[src/rtl/cksw_regs.svh]
// constants of the system clock switch controller
`ifndef CKSW_REGS_SVH
`define CKSW_REGS_SVH

// osc_control_reg field positions
`define CKSW_CUR_HI        14
`define CKSW_CUR_LO        12
`define CKSW_REQ_HI        10
`define CKSW_REQ_LO        8
`define CKSW_LOCK_BIT      5
`define CKSW_FAIL_BIT      3
`define CKSW_SWREQ_BIT     0
`define CKSW_CTL_RESET     16'h0000

// source select codes
`define CKSW_SRC_FRC       3'h0
`define CKSW_SRC_FRC_PLL   3'h1
`define CKSW_SRC_PRI       3'h2
`define CKSW_SRC_PRI_PLL   3'h3
`define CKSW_SRC_RSVD      3'h4
`define CKSW_SRC_LOW_POWER_RC_SOURCE      3'h5
`define CKSW_SRC_FRC_D16   3'h6
`define CKSW_SRC_FRC_DN    3'h7

// oscillator enable / clock level bit positions
`define CKSW_OSC_FRC       0
`define CKSW_OSC_PRI       1
`define CKSW_OSC_LOW_POWER_RC_SOURCE      2
`define CKSW_OSC_PLL       3

// primary submode code that needs no start-up timer
`define CKSW_SUB_EXT       2'h0

// new-clock cycles counted before the changeover
`define CKSW_NEW_CLK_WAIT  4'ha

// unlock key defaults (arbitrary values)
`define CKSW_KEY1_DEF      8'h5a
`define CKSW_KEY2_DEF      8'ha5

`endif

[src/rtl/cksw_pkg.sv]
// types of the system clock switch controller
package cksw_pkg;

	// one software write to the control register or to the unlock key
	typedef struct packed {
		logic       wr;
		logic       key;
		logic       hi;
		logic [7:0] data;
	} cksw_wr_type;

	typedef enum logic [5:0] {
		ST_IDLE   = 6'h01,
		ST_CHECK  = 6'h02,
		ST_WAIT   = 6'h04,
		ST_COUNT  = 6'h08,
		ST_SWAP   = 6'h10,
		ST_RESUME = 6'h20
	} cksw_state_type;

endpackage

[src/rtl/cksw_ctrl.sv]
// system clock switch controller: request, start-up wait, glitch-free changeover
`timescale 1ns/1ps
`include "cksw_regs.svh"

module cksw_ctrl #(
	parameter logic [7:0] KEY1 = `CKSW_KEY1_DEF,
	parameter logic [7:0] KEY2 = `CKSW_KEY2_DEF
) (
	input  wire logic                 clock,
	input  wire logic                 reset_n,
	input  wire cksw_pkg::cksw_wr_type sw_wr,
	input  wire logic                 switch_enable_cfg,
	input  wire logic [2:0]           reset_source_cfg,
	input  wire logic [1:0]           primary_submode_cfg,
	input  wire logic                 watchdog_en,
	input  wire logic [3:0]           src_clk,
	input  wire logic                 ost_done,
	input  wire logic                 pll_lock,
	input  wire logic                 clk_fail,
	output logic [15:0]               osc_control_reg,
	output logic [3:0]                osc_en_reg,
	output logic [2:0]                mux_sel_reg,
	output logic                      mux_gate_reg,
	output logic                      fcy_clk_reg,
	output logic                      switch_busy_reg
);

	cksw_pkg::cksw_state_type state_reg;
	cksw_pkg::cksw_state_type state_next;
	logic [6:0]  sync1_reg;
	logic [6:0]  sync2_reg;
	logic [3:0]  clk_d_reg;
	logic [1:0]  key_reg;
	logic [1:0]  key_next;
	logic [3:0]  cnt_reg;
	logic [15:0] ctl_next;
	logic [3:0]  osc_en_next;

	// levels of the oscillator clocks are sampled, so sources must run below clock/4
	wire [3:0] clk_s      = sync2_reg[3:0];
	wire       ost_s      = sync2_reg[4];
	wire       lock_s     = sync2_reg[5];
	wire       fail_s     = sync2_reg[6];
	wire [3:0] clk_rise   = clk_s & ~clk_d_reg;
	wire       sw_on      = ~switch_enable_cfg;
	wire       fail_safe_monitor_on    = sw_on;
	wire [2:0] cur_src    = osc_control_reg[`CKSW_CUR_HI:`CKSW_CUR_LO];
	wire [2:0] req_src    = osc_control_reg[`CKSW_REQ_HI:`CKSW_REQ_LO];
	wire       swreq      = osc_control_reg[`CKSW_SWREQ_BIT];
	wire       idle       = state_reg == cksw_pkg::ST_IDLE;
	wire       armed      = key_reg == 2'h2;
	wire       reg_wr     = sw_wr.wr & ~sw_wr.key;
	wire       wr_ok      = reg_wr & armed & sw_on & idle;
	wire       hi_wr      = wr_ok & sw_wr.hi;
	wire       lo_wr      = wr_ok & ~sw_wr.hi;
	wire       redundant  = (req_src == cur_src) | (req_src == `CKSW_SRC_RSVD);
	wire       chk        = state_reg == cksw_pkg::ST_CHECK;
	wire       do_abort   = chk & redundant;
	wire       do_start   = chk & ~redundant;
	wire [3:0] need_cur   = src_need(cur_src);
	wire [3:0] need_req   = src_need(req_src);
	wire       crystal    = need_req[`CKSW_OSC_PRI] & (primary_submode_cfg != `CKSW_SUB_EXT);
	wire       use_pll    = need_req[`CKSW_OSC_PLL];
	wire       ready      = (~crystal | ost_s) & (~use_pll | lock_s);
	wire       new_edge   = clk_rise[src_idx(req_src)];
	wire       cnt_last   = cnt_reg == (`CKSW_NEW_CLK_WAIT - 4'h1);
	wire       swap_go    = (state_reg == cksw_pkg::ST_COUNT) & new_edge & cnt_last;
	wire       finish     = (state_reg == cksw_pkg::ST_RESUME) & new_edge;
	wire       low_power_rc_source_keep  = watchdog_en | fail_safe_monitor_on;
	wire       sel_edge   = clk_rise[src_idx(mux_sel_reg)];

	// enables needed by a source code; divided fast RC modes run from the fast RC
	function automatic logic [3:0] src_need(input logic [2:0] code);
		case (code)
			`CKSW_SRC_FRC_PLL: src_need = 4'h9;
			`CKSW_SRC_PRI:     src_need = 4'h2;
			`CKSW_SRC_PRI_PLL: src_need = 4'ha;
			`CKSW_SRC_LOW_POWER_RC_SOURCE:    src_need = 4'h4;
			`CKSW_SRC_RSVD:    src_need = 4'h0;
			default:           src_need = 4'h1;
		endcase
	endfunction

	// which sampled clock belongs to a source code
	function automatic logic [1:0] src_idx(input logic [2:0] code);
		case (code)
			`CKSW_SRC_FRC_PLL: src_idx = 2'h3;
			`CKSW_SRC_PRI_PLL: src_idx = 2'h3;
			`CKSW_SRC_PRI:     src_idx = 2'h1;
			`CKSW_SRC_LOW_POWER_RC_SOURCE:    src_idx = 2'h2;
			default:           src_idx = 2'h0;
		endcase
	endfunction

	// the first stage is read only by the second
	always_ff @(posedge clock) begin
		sync1_reg <= {clk_fail, pll_lock, ost_done, src_clk};
		sync2_reg <= sync1_reg;
		clk_d_reg <= sync2_reg[3:0];
	end

	// unlock keys: any other write breaks the sequence, a register write spends it
	always_comb begin
		key_next = key_reg;
		if (sw_wr.wr) begin
			key_next = 2'h0;
			if (sw_wr.key && sw_wr.data == KEY1)
				key_next = 2'h1;
			if (sw_wr.key && key_reg == 2'h1 && sw_wr.data == KEY2)
				key_next = 2'h2;
		end
	end

	always_comb begin
		state_next = state_reg;
		case (state_reg)
			cksw_pkg::ST_IDLE: begin
				if (swreq && sw_on)
					state_next = cksw_pkg::ST_CHECK;
			end
			cksw_pkg::ST_CHECK: begin
				state_next = redundant ? cksw_pkg::ST_IDLE : cksw_pkg::ST_WAIT;
			end
			cksw_pkg::ST_WAIT: begin
				if (ready)
					state_next = cksw_pkg::ST_COUNT;
			end
			cksw_pkg::ST_COUNT: begin
				if (swap_go)
					state_next = cksw_pkg::ST_SWAP;
			end
			cksw_pkg::ST_SWAP: begin
				state_next = cksw_pkg::ST_RESUME;
			end
			cksw_pkg::ST_RESUME: begin
				if (finish)
					state_next = cksw_pkg::ST_IDLE;
			end
			default: state_next = cksw_pkg::ST_IDLE;
		endcase
		// losing the enable mid-switch returns to the reset source at once
		if (!sw_on)
			state_next = cksw_pkg::ST_IDLE;
	end

	// control register; hardware sets are applied after the clears so they win
	always_comb begin
		ctl_next = osc_control_reg;
		if (hi_wr)
			ctl_next[`CKSW_REQ_HI:`CKSW_REQ_LO] = sw_wr.data[2:0];
		if (lo_wr)
			ctl_next[`CKSW_SWREQ_BIT] = sw_wr.data[0];
		if (do_start) begin
			ctl_next[`CKSW_LOCK_BIT] = 1'b0;
			ctl_next[`CKSW_FAIL_BIT] = 1'b0;
		end
		if (lock_s && osc_en_reg[`CKSW_OSC_PLL])
			ctl_next[`CKSW_LOCK_BIT] = 1'b1;
		if (fail_s && fail_safe_monitor_on)
			ctl_next[`CKSW_FAIL_BIT] = 1'b1;
		if (do_abort || finish)
			ctl_next[`CKSW_SWREQ_BIT] = 1'b0;
		if (finish)
			ctl_next[`CKSW_CUR_HI:`CKSW_CUR_LO] = req_src;
		if (!sw_on) begin
			ctl_next[`CKSW_SWREQ_BIT] = 1'b0;
			ctl_next[`CKSW_CUR_HI:`CKSW_CUR_LO] = reset_source_cfg;
		end
		// primary submode is never stored here, only read from configuration
		osc_en_next = need_cur | (idle ? 4'h0 : need_req);
		if (low_power_rc_source_keep)
			osc_en_next[`CKSW_OSC_LOW_POWER_RC_SOURCE] = 1'b1;
	end

	always_ff @(posedge clock) begin
		if (!reset_n) begin
			state_reg       <= cksw_pkg::ST_IDLE;
			key_reg         <= 2'h0;
			cnt_reg         <= 4'h0;
			osc_control_reg <= `CKSW_CTL_RESET;
			osc_control_reg[`CKSW_CUR_HI:`CKSW_CUR_LO] <= reset_source_cfg;
			osc_control_reg[`CKSW_REQ_HI:`CKSW_REQ_LO] <= reset_source_cfg;
			osc_en_reg      <= 4'h0;
			mux_sel_reg     <= reset_source_cfg;
			mux_gate_reg    <= 1'b0;
			fcy_clk_reg     <= 1'b0;
			switch_busy_reg <= 1'b0;
		end else begin
			state_reg       <= state_next;
			key_reg         <= key_next;
			osc_control_reg <= ctl_next;
			osc_en_reg      <= osc_en_next;
			switch_busy_reg <= ~idle;
			if (state_reg != cksw_pkg::ST_COUNT)
				cnt_reg <= 4'h0;
			else if (new_edge)
				cnt_reg <= cnt_reg + 4'h1;
			// during a switch the gate drops before the select moves and rises on a new-clock edge; with switching off, select and gate change at once
			if (!sw_on) begin
				mux_sel_reg  <= reset_source_cfg;
				mux_gate_reg <= 1'b1;
			end else if (swap_go) begin
				mux_gate_reg <= 1'b0;
			end else if (state_reg == cksw_pkg::ST_SWAP) begin
				mux_sel_reg  <= req_src;
			end else if (finish) begin
				mux_gate_reg <= 1'b1;
			end else if (idle) begin
				mux_gate_reg <= 1'b1;
			end
			if (sel_edge && mux_gate_reg)
				fcy_clk_reg <= ~fcy_clk_reg;
		end
	end
endmodule

[config.mk]
export PLATFORM = sky130hd
export DESIGN_NAME = cksw_ctrl
export DESIGN_NICKNAME = d
export VERILOG_FILES = /design/src/rtl/cksw_pkg.sv /design/src/rtl/cksw_ctrl.sv
export VERILOG_INCLUDE_DIRS = /design/src /design/src/rtl
export SDC_FILE = /design/constraint.sdc
export NUM_CORES = 1
export LEC_CHECK = 0
export ABC_AREA = 1
export ABC_CLOCK_PERIOD_IN_PS = 3850
export BUFFER_PORTS_ARGS = -buffer_cell sky130_fd_sc_hd__buf_2
export CELL_PAD_IN_SITES_DETAIL_PLACEMENT = 0
export CELL_PAD_IN_SITES_GLOBAL_PLACEMENT = 2
export CORE_UTILIZATION = 32
export DETAILED_ROUTE_END_ITERATION = 6
export MAX_ROUTING_LAYER = met4
export PLACE_DENSITY = 0.89
export SLEW_MARGIN = 20
export SYNTH_ARGS = -nofsm -noshare
export SYNTH_HDL_FRONTEND = slang
export SYNTH_SLANG_ARGS = --single-unit
[constraint.sdc]
create_clock -name clock -period 3.85 [get_ports clock]
set_input_delay 0.1925 -clock clock [delete_from_list [all_inputs] [get_ports clock]]
set_output_delay 0.1925 -clock clock [all_outputs]
set_load 0.01 [all_outputs]
==> results of run 1 <==
[through the flow]
| stage | instances | worst slack (ns) | utilization (%) | hold slack (ns) | instance area, um^2 |
|---|---|---|---|---|---|
| after global placement | 370 | 2.25 | 37.6 | 0.296 | 2370 |
| final | 385 | 2.27 | 40.5 | 0.0987 | 2560 |
| after detailed placement | 370 | 2.25 | 37.6 | 0.298 | 2370 |
| after global routing | 385 | 2.10 | 40.5 | 0.0948 | 2560 |
| after floorplan | 257 | 2.42 | - | 0.220 | 2110 |
| after CTS | 385 | 2.23 | 40.5 | 0.0897 | 2560 |
[cell families (layout without fill, tap and decap cells)]
kind of cell / count (synthesis) / count (layout) / synth area share (%)
adder cells (fa/ha/maj): 3 / 3 / 1.80
AND/OR/NAND/NOR: 112 / 112 / 26.4
flip-flops: 49 / 49 / 51.3
AO/OA/AOI/OAI: 35 / 35 / 9.17
XOR/XNOR: 3 / 3 / 1.26
other: 1 / 7 / 0.180
buffers and inverters: 48 / 99 / 9.89
[cell type report]
type,count,area (um^2)
clock buffer,5,68.8
clock inverter,3,46.3
fill,657,3760
inverter,39,146
multi-input combinational,160,833
sequential,49,1070
tap,77,96.3
timing repair buffer,52,295
[worst max-delay path by stage]
stage | cells past startpoint | to | from
final | 7 | osc_control_reg[12]$_DFFE_PP_ | osc_control_reg[10]$_DFFE_PP_
after global routing | 9 | state_reg[1]$_SDFFE_PP0P_ | osc_control_reg[10]$_DFFE_PP_
after CTS | 7 | osc_control_reg[12]$_DFFE_PP_ | osc_control_reg[10]$_DFFE_PP_
after detailed placement | 7 | osc_control_reg[13]$_DFFE_PP_ | osc_control_reg[10]$_DFFE_PP_
after global placement | 7 | osc_control_reg[13]$_DFFE_PP_ | osc_control_reg[10]$_DFFE_PP_
after floorplan | 7 | osc_control_reg[12]$_DFFE_PP_ | osc_control_reg[10]$_DFFE_PP_
[metal layers]
layer	wire, um	vias to the layer above
li1	-	914
met1	2200	765
met2	1960	39
met3	200	2
met4	25	0
met5	0	-
[cells in the final DEF (no fill, tap or decap), types with 6 or more instances in the layout]
cell type / netlist / routed
nand3_1: 14 / 14
nor2_1: 22 / 22
edfxtp_1: 9 / 9
nand4_1: 6 / 6
inv_1: 35 / 35
a21oi_1: 12 / 12
nand2_1: 44 / 44
buf_2: 0 / 45
o21ai_0: 13 / 13
dfxtp_1: 40 / 40
conb_1: 1 / 7
dlygate4sd3_1: 0 / 7
[timing repair]
action | 4_1_cts | 5_1_grt
endpoints found under the hold margin | 7 | 0
hold buffers | 7 | 0
buffers inserted | 0 | 0
[power groups by stage]
stage	combinational [uW]	sequential, uW	clock (uW)
after global placement	114	579	0
after CTS	120	567	380
after floorplan	66.2	582	0
after detailed placement	114	579	0
final	118	567	369
after global routing	134	570	403
[critical path: stages (launching register included)]
cell and delay [ns]:
edfxtp_1 0.47, inv_2 0.15, nand2_2 0.09, nand2_1 0.10
nand2_1 0.07, nand3_2 0.11, nand3_1 0.11, nand2_1 0.18
==> impl_metrics.py, run 1 <==
metrics = {
    "logic_synthesis": {
        "synth_top_area_cell": "dfxtp_1",
        "ys_types": 32,
        "synth-edff-count": 9,
        "ys_ff_latch": 49,
        "synth_top_area_share_pct": 38.3,
        "async_reset_ff_share_pct": 0,
        "synthCells": 251,
        "syn_avg_cell_area_um2": 8.32,
        "yosys_warnings": 0,
        "ys_top_cells_by_area": "dfxtp_1 38%, edfxtp_1 13%, nand2_1 7.9%",
        "yosysMostFrequentCell": "nand2_1",
        "synthTopCellsByCount": "44 x nand2_1, 40 x dfxtp_1, 35 x inv_1",
        "ys.flop_type": "dfxtp_1",
        "syn_area_mm2": 0.00209,
        "seq_area_frac_synth_pct": 51.3,
    },
    "global_route": {
        "gr-total-overflow": 0,
        "track_usage_pct": 14.7,
        "grt_use_met2_pct": 23.4,
        "grt_max_degree": 17,
        "top_usage_layer": "met2",
        "grt_pass1_wl_um": 7250,
        "met1_usage_pct": 18.4,
        "grt_pass1_vias": 1614,
        "use_met3_pct": 3.61,
        "antenna_found_initial": 0,
    },
    "power_and_ir_drop": {
        "p_clk_share_pct": 35.0,
        "power_frac_comb_pct": 11.2,
        "p_total_uw": 1050,
        "seq_power_share_pct": 53.8,
        "switching_share_pct": 24.8,
        "power_density_mw_per_mm2": 412,
        "p_leak_uw": 0.00116,
        "ir_drop_mv": 0.201,
        "p_int_uw": 792,
        "power.switching_uw": 262,
    },
    "floorplanning": {
        "die_area_mm2": 0.00685,
        "pin_count": 53,
        "core_mm2": 0.00631,
        "die_y_um": 82.8,
        "start_util_pct": 33.1,
        "die_x_um": 82.8,
        "floorplan.rows": 29,
    },
    "timing": {
        "hold_viol_final": 0,
        "slew_violations": 0,
        "finalSetupViolCount": 0,
        "fin_crit_ns": 1.58,
        "timing.fmax_mhz": 632,
        "setup_tns_ns": 0,
        "rsz0062_at_grt": "false",
        "fin_crit_sh_pct": 41.1,
        "worst_clock_skew_ns": 0.00528,
    },
    "finish": {
        "area_delta_synth_final_pct": 22.5,
        "antenna_cells": 0,
        "finalNetCount": 337,
        "largest_register_ffs": 9,
        "layout-drive-gt1-share_pct": 23.4,
    },
    "clocking": {
        "clock-sinks": 49,
        "cts_htree_levels": 2,
        "cts_buffers": 5,
        "clock-root-buffer": "clkbuf_8",
        "ctsResizeCount": 0,
        "clk_pin_slew_worst_paths_ns": 0.09,
        "clock_path_buffers": 2,
        "cts_tree": "built",
        "clkLatencyLatePin_ns": 0.30,
    },
    "detailed_routing": {
        "via_per_inst": 4.47,
        "drt_pass1_iterations": 6,
        "wire_per_inst_um": 11.4,
        "via_count": 1720,
        "drc": 2,
        "drtAntennaViolNets": 0,
        "wl_um": 4380,
        "first_iter_violations": 61,
    },
    "worst_hold_path": {
        "min_path_cells": 2,
        "min-delay-start": "sw_wr[10]",
        "hp-class": "in2reg",
        "hold_path_end": "key_reg[1]$_SDFFE_PN0P_",
    },
    "run_status": {
        "outcome": "finished, violations left",
        "violations": "design-rule violations",
    },
    "worst_setup_path": {
        "start_kind": "flop",
        "reg2reg_setup_slack_ns": 2.27,
        "ff2ff_path_depth": 7,
        "path_max_fanout": 5,
        "criticalPathCategory": "reg2reg",
        "required_ns": 3.85,
        "r2r-start": "osc_control_reg[10]$_DFFE_PP_",
        "critPathArrivalTime_ns": 1.58,
        "endpoint_kind": "flop",
        "r2r-end": "osc_control_reg[12]$_DFFE_PP_",
    },
    "job": {
        "maxCapViolations": 0,
    },
    "place": {
        "routabilityCongestion": 0.831,
        "dp_hpwl_um": 3510,
        "io_buffers": 45,
    },
}
Note: power is estimated with default switching activity, not from simulation.
==> run 2: changes to the inputs <==
--- a/config.mk
+++ b/config.mk
@@ -7,14 +7,14 @@
 export NUM_CORES = 1
 export LEC_CHECK = 0
 export ABC_AREA = 1
-export ABC_CLOCK_PERIOD_IN_PS = 3850
+export ABC_CLOCK_PERIOD_IN_PS = 1660
 export BUFFER_PORTS_ARGS = -buffer_cell sky130_fd_sc_hd__buf_2
 export CELL_PAD_IN_SITES_DETAIL_PLACEMENT = 0
 export CELL_PAD_IN_SITES_GLOBAL_PLACEMENT = 2
-export CORE_UTILIZATION = 32
+export CORE_UTILIZATION = 30
 export DETAILED_ROUTE_END_ITERATION = 6
 export MAX_ROUTING_LAYER = met4
-export PLACE_DENSITY = 0.89
+export PLACE_DENSITY = 0.84
 export SLEW_MARGIN = 20
 export SYNTH_ARGS = -nofsm -noshare
 export SYNTH_HDL_FRONTEND = slang
==> constraint.sdc (replaced) <==
create_clock -name clock -period 1.66 [get_ports clock]
set_input_delay 0.083 -clock clock [delete_from_list [all_inputs] [get_ports clock]]
set_output_delay 0.083 -clock clock [all_outputs]
set_load 0.01 [all_outputs]
==> run 2 against run 1 <==
Compared with the run above:
- critical path depth rose by 4
- routed wire length rose by 7.4%
- worst setup slack got worse by 2.1 ns
- sequential power rose by 130%
- combinational power rose by 140%
- the flow now finishes without violations
- clock skew rose by 0.0020 ns
- sequential cell count did not move
- non-clock buffer count rose by 5
==> impl_metrics.py, run 2 (synthesis results as in run 1) <==
metrics = {
    "place": {
        "dp_hpwl_um": 3740,
        "routabilityCongestion": 0.864,
        "dp.cells": 376,
        "placed_area_mm2": 0.00240,
        "io_buffers": 45,
    },
    "detailed_routing": {
        "via_per_inst": 4.46,
        "drtAntennaViolNets": 0,
        "via_count": 1751,
        "wl_um": 4710,
        "drt_pass1_iterations": 4,
        "first_iter_violations": 53,
        "wire_per_inst_um": 12.0,
        "drc": 0,
    },
    "worst_setup_path": {
        "required_ns": 1.91,
        "criticalPathCategory": "reg2reg",
        "endpoint_kind": "flop",
        "critPathArrivalTime_ns": 1.76,
        "path_delay_family": "simple AND/OR/NAND/NOR gates",
        "slowest_stage": "edfxtp_1",
        "slowest_delay_ns": 0.46,
        "path_max_fanout": 5,
        "start_kind": "flop",
        "path_buf_inv": 2,
        "path_cells": "inv_2 > nand2_2 > nand2_1 > nand2_1 > nand3_2 > nand2_2 > nand2_2 > nand3_2 > nand2_1 > inv_1 > nor2_1",
    },
    "finish": {
        "regArea_mm2": 0.00107,
        "area_delta_synth_final_pct": 25.6,
        "antenna_cells": 0,
        "fillCellCount": 726,
        "finalNetCount": 342,
        "multi_input_area_um2": 836,
        "final_common_cell": "buf_2",
        "final_cells": 393,
        "design_area_mm2": 0.00262,
        "mostFrequentLayoutCells": "45 x buf_2, 43 x nand2_1, 40 x dfxtp_1",
        "layout-drive-gt1-share_pct": 24.6,
        "largest_register_ffs": 9,
    },
    "timing": {
        "fin_crit_sh_pct": 91.2,
        "slew_violations": 0,
        "setup_tns_ns": 0,
        "finalSetupViolCount": 0,
        "rsz0062_at_grt": "false",
        "fin_crit_ns": 1.51,
        "timing.fmax_mhz": 661,
        "hold_viol_final": 0,
        "worst_clock_skew_ns": 0.00724,
    },
    "power_and_ir_drop": {
        "switching_share_pct": 23.2,
        "power.switching_uw": 601,
        "p_clk_share_pct": 38.4,
        "seq_power_share_pct": 50.6,
        "power_frac_comb_pct": 11.0,
        "ir_drop_mv": 0.385,
        "p_int_uw": 1990,
        "power_density_mw_per_mm2": 988,
        "p_leak_uw": 0.00120,
    },
    "global_route": {
        "grt_pass1_wl_um": 7820,
        "grt_max_degree": 16,
        "antenna_found_initial": 0,
        "track_usage_pct": 14.3,
        "gr-total-overflow": 0,
        "grt_pass1_vias": 1690,
    },
    "floorplanning": {
        "die_y_um": 85.4,
        "die_area_mm2": 0.00730,
        "floorplan.rows": 30,
        "die_x_um": 85.4,
        "core_mm2": 0.00676,
        "start_util_pct": 30.9,
        "pin_count": 53,
    },
    "clocking": {
        "cts_tree": "built",
        "clock-root-buffer": "clkbuf_8",
        "clkLatencyLatePin_ns": 0.30,
        "clock-sinks": 49,
        "cts_htree_levels": 2,
        "cts_buffers": 5,
        "clk_pin_slew_worst_paths_ns": 0.09,
        "clock_path_buffers": 2,
    },
    "run_status": {
        "outcome": "complete, no violations",
    },
    "worst_hold_path": {
        "hp-class": "in2reg",
    },
    "job": {
        "maxCapViolations": 0,
    },
}
[run 2: worst reg2reg max path: cells and delay by family (launching register included)]
family | cells | cell delay, ns
and+or+nand+nor | 9 | 0.83
DFF | 1 | 0.46
buffers and inverters | 2 | 0.19
[run 2: layout make-up]
| type | count | area share, % |
|---|---|---|
| Sequential cell | 49 | 40.8 |
| Tap cell | 80 | 3.82 |
| Timing Repair Buffer | 57 | 12.8 |
| Clock buffer | 5 | 2.62 |
| Multi-Input combinational cell | 160 | 31.9 |
| Clock inverter | 3 | 2.48 |
| Inverter | 39 | 5.58 |
[run 2: timing repair]
item / CTS / global route
resized for setup: 0 / 1
endpoints found under the setup margin: 0 / 4
hold endpoints to repair: 8 / 0
hold buffers: 8 / 0
buffers inserted: 0 / 1
[run 2: power groups by stage]
stage	combinational, uW	sequential (uW)	clock (uW)
after floorplan	153	1350	0
after CTS	286	1310	1020
after detailed placement	270	1340	0
after global routing	322	1320	1080
after global placement	271	1340	0
final	285	1310	994
[run 2: metrics by stage]
stage	setup slack, ns	hold slack (ns)	util (%)	power, uW
6_report	0.146	0.0517	38.8	2590
5_1_grt	0.00207	0.0462	38.8	2730
4_1_cts	0.0635	0.0476	38.7	2620
3_5_place_dp	0.0807	0.187	35.5	1610
3_3_place_gp	0.104	0.185	35.5	1610
2_1_floorplan	0.227	0.111	-	1500
[run 2: final timing paths]
kind | slack, ns | depth (start not counted) | from | endpoint
worst max-delay path | 0.15 | 11 | osc_control_reg[10]$_DFFE_PP_ | state_reg[3]$_SDFFE_PP0P_
worst min-delay path | 0.05 | 3 | watchdog_en | osc_en_reg[2]$_SDFF_PN0_
worst max register to register | 0.15 | 11 | osc_control_reg[10]$_DFFE_PP_ | state_reg[3]$_SDFFE_PP0P_
worst min register to register | 0.33 | 0 | sync1_reg[4]$_DFF_P_ | sync2_reg[4]$_DFF_P_
[run 2: per-layer routing]
layer	track usage [%]	vias to the layer above	wire length (um)	part of all wire (%)
met1	17.3	776	2270	48
met5	-	-	0	0
met2	23.0	42	2140	45
met3	3.70	6	223	4.7
met4	5.45	0	76	1.6
li1	-	927	-	-
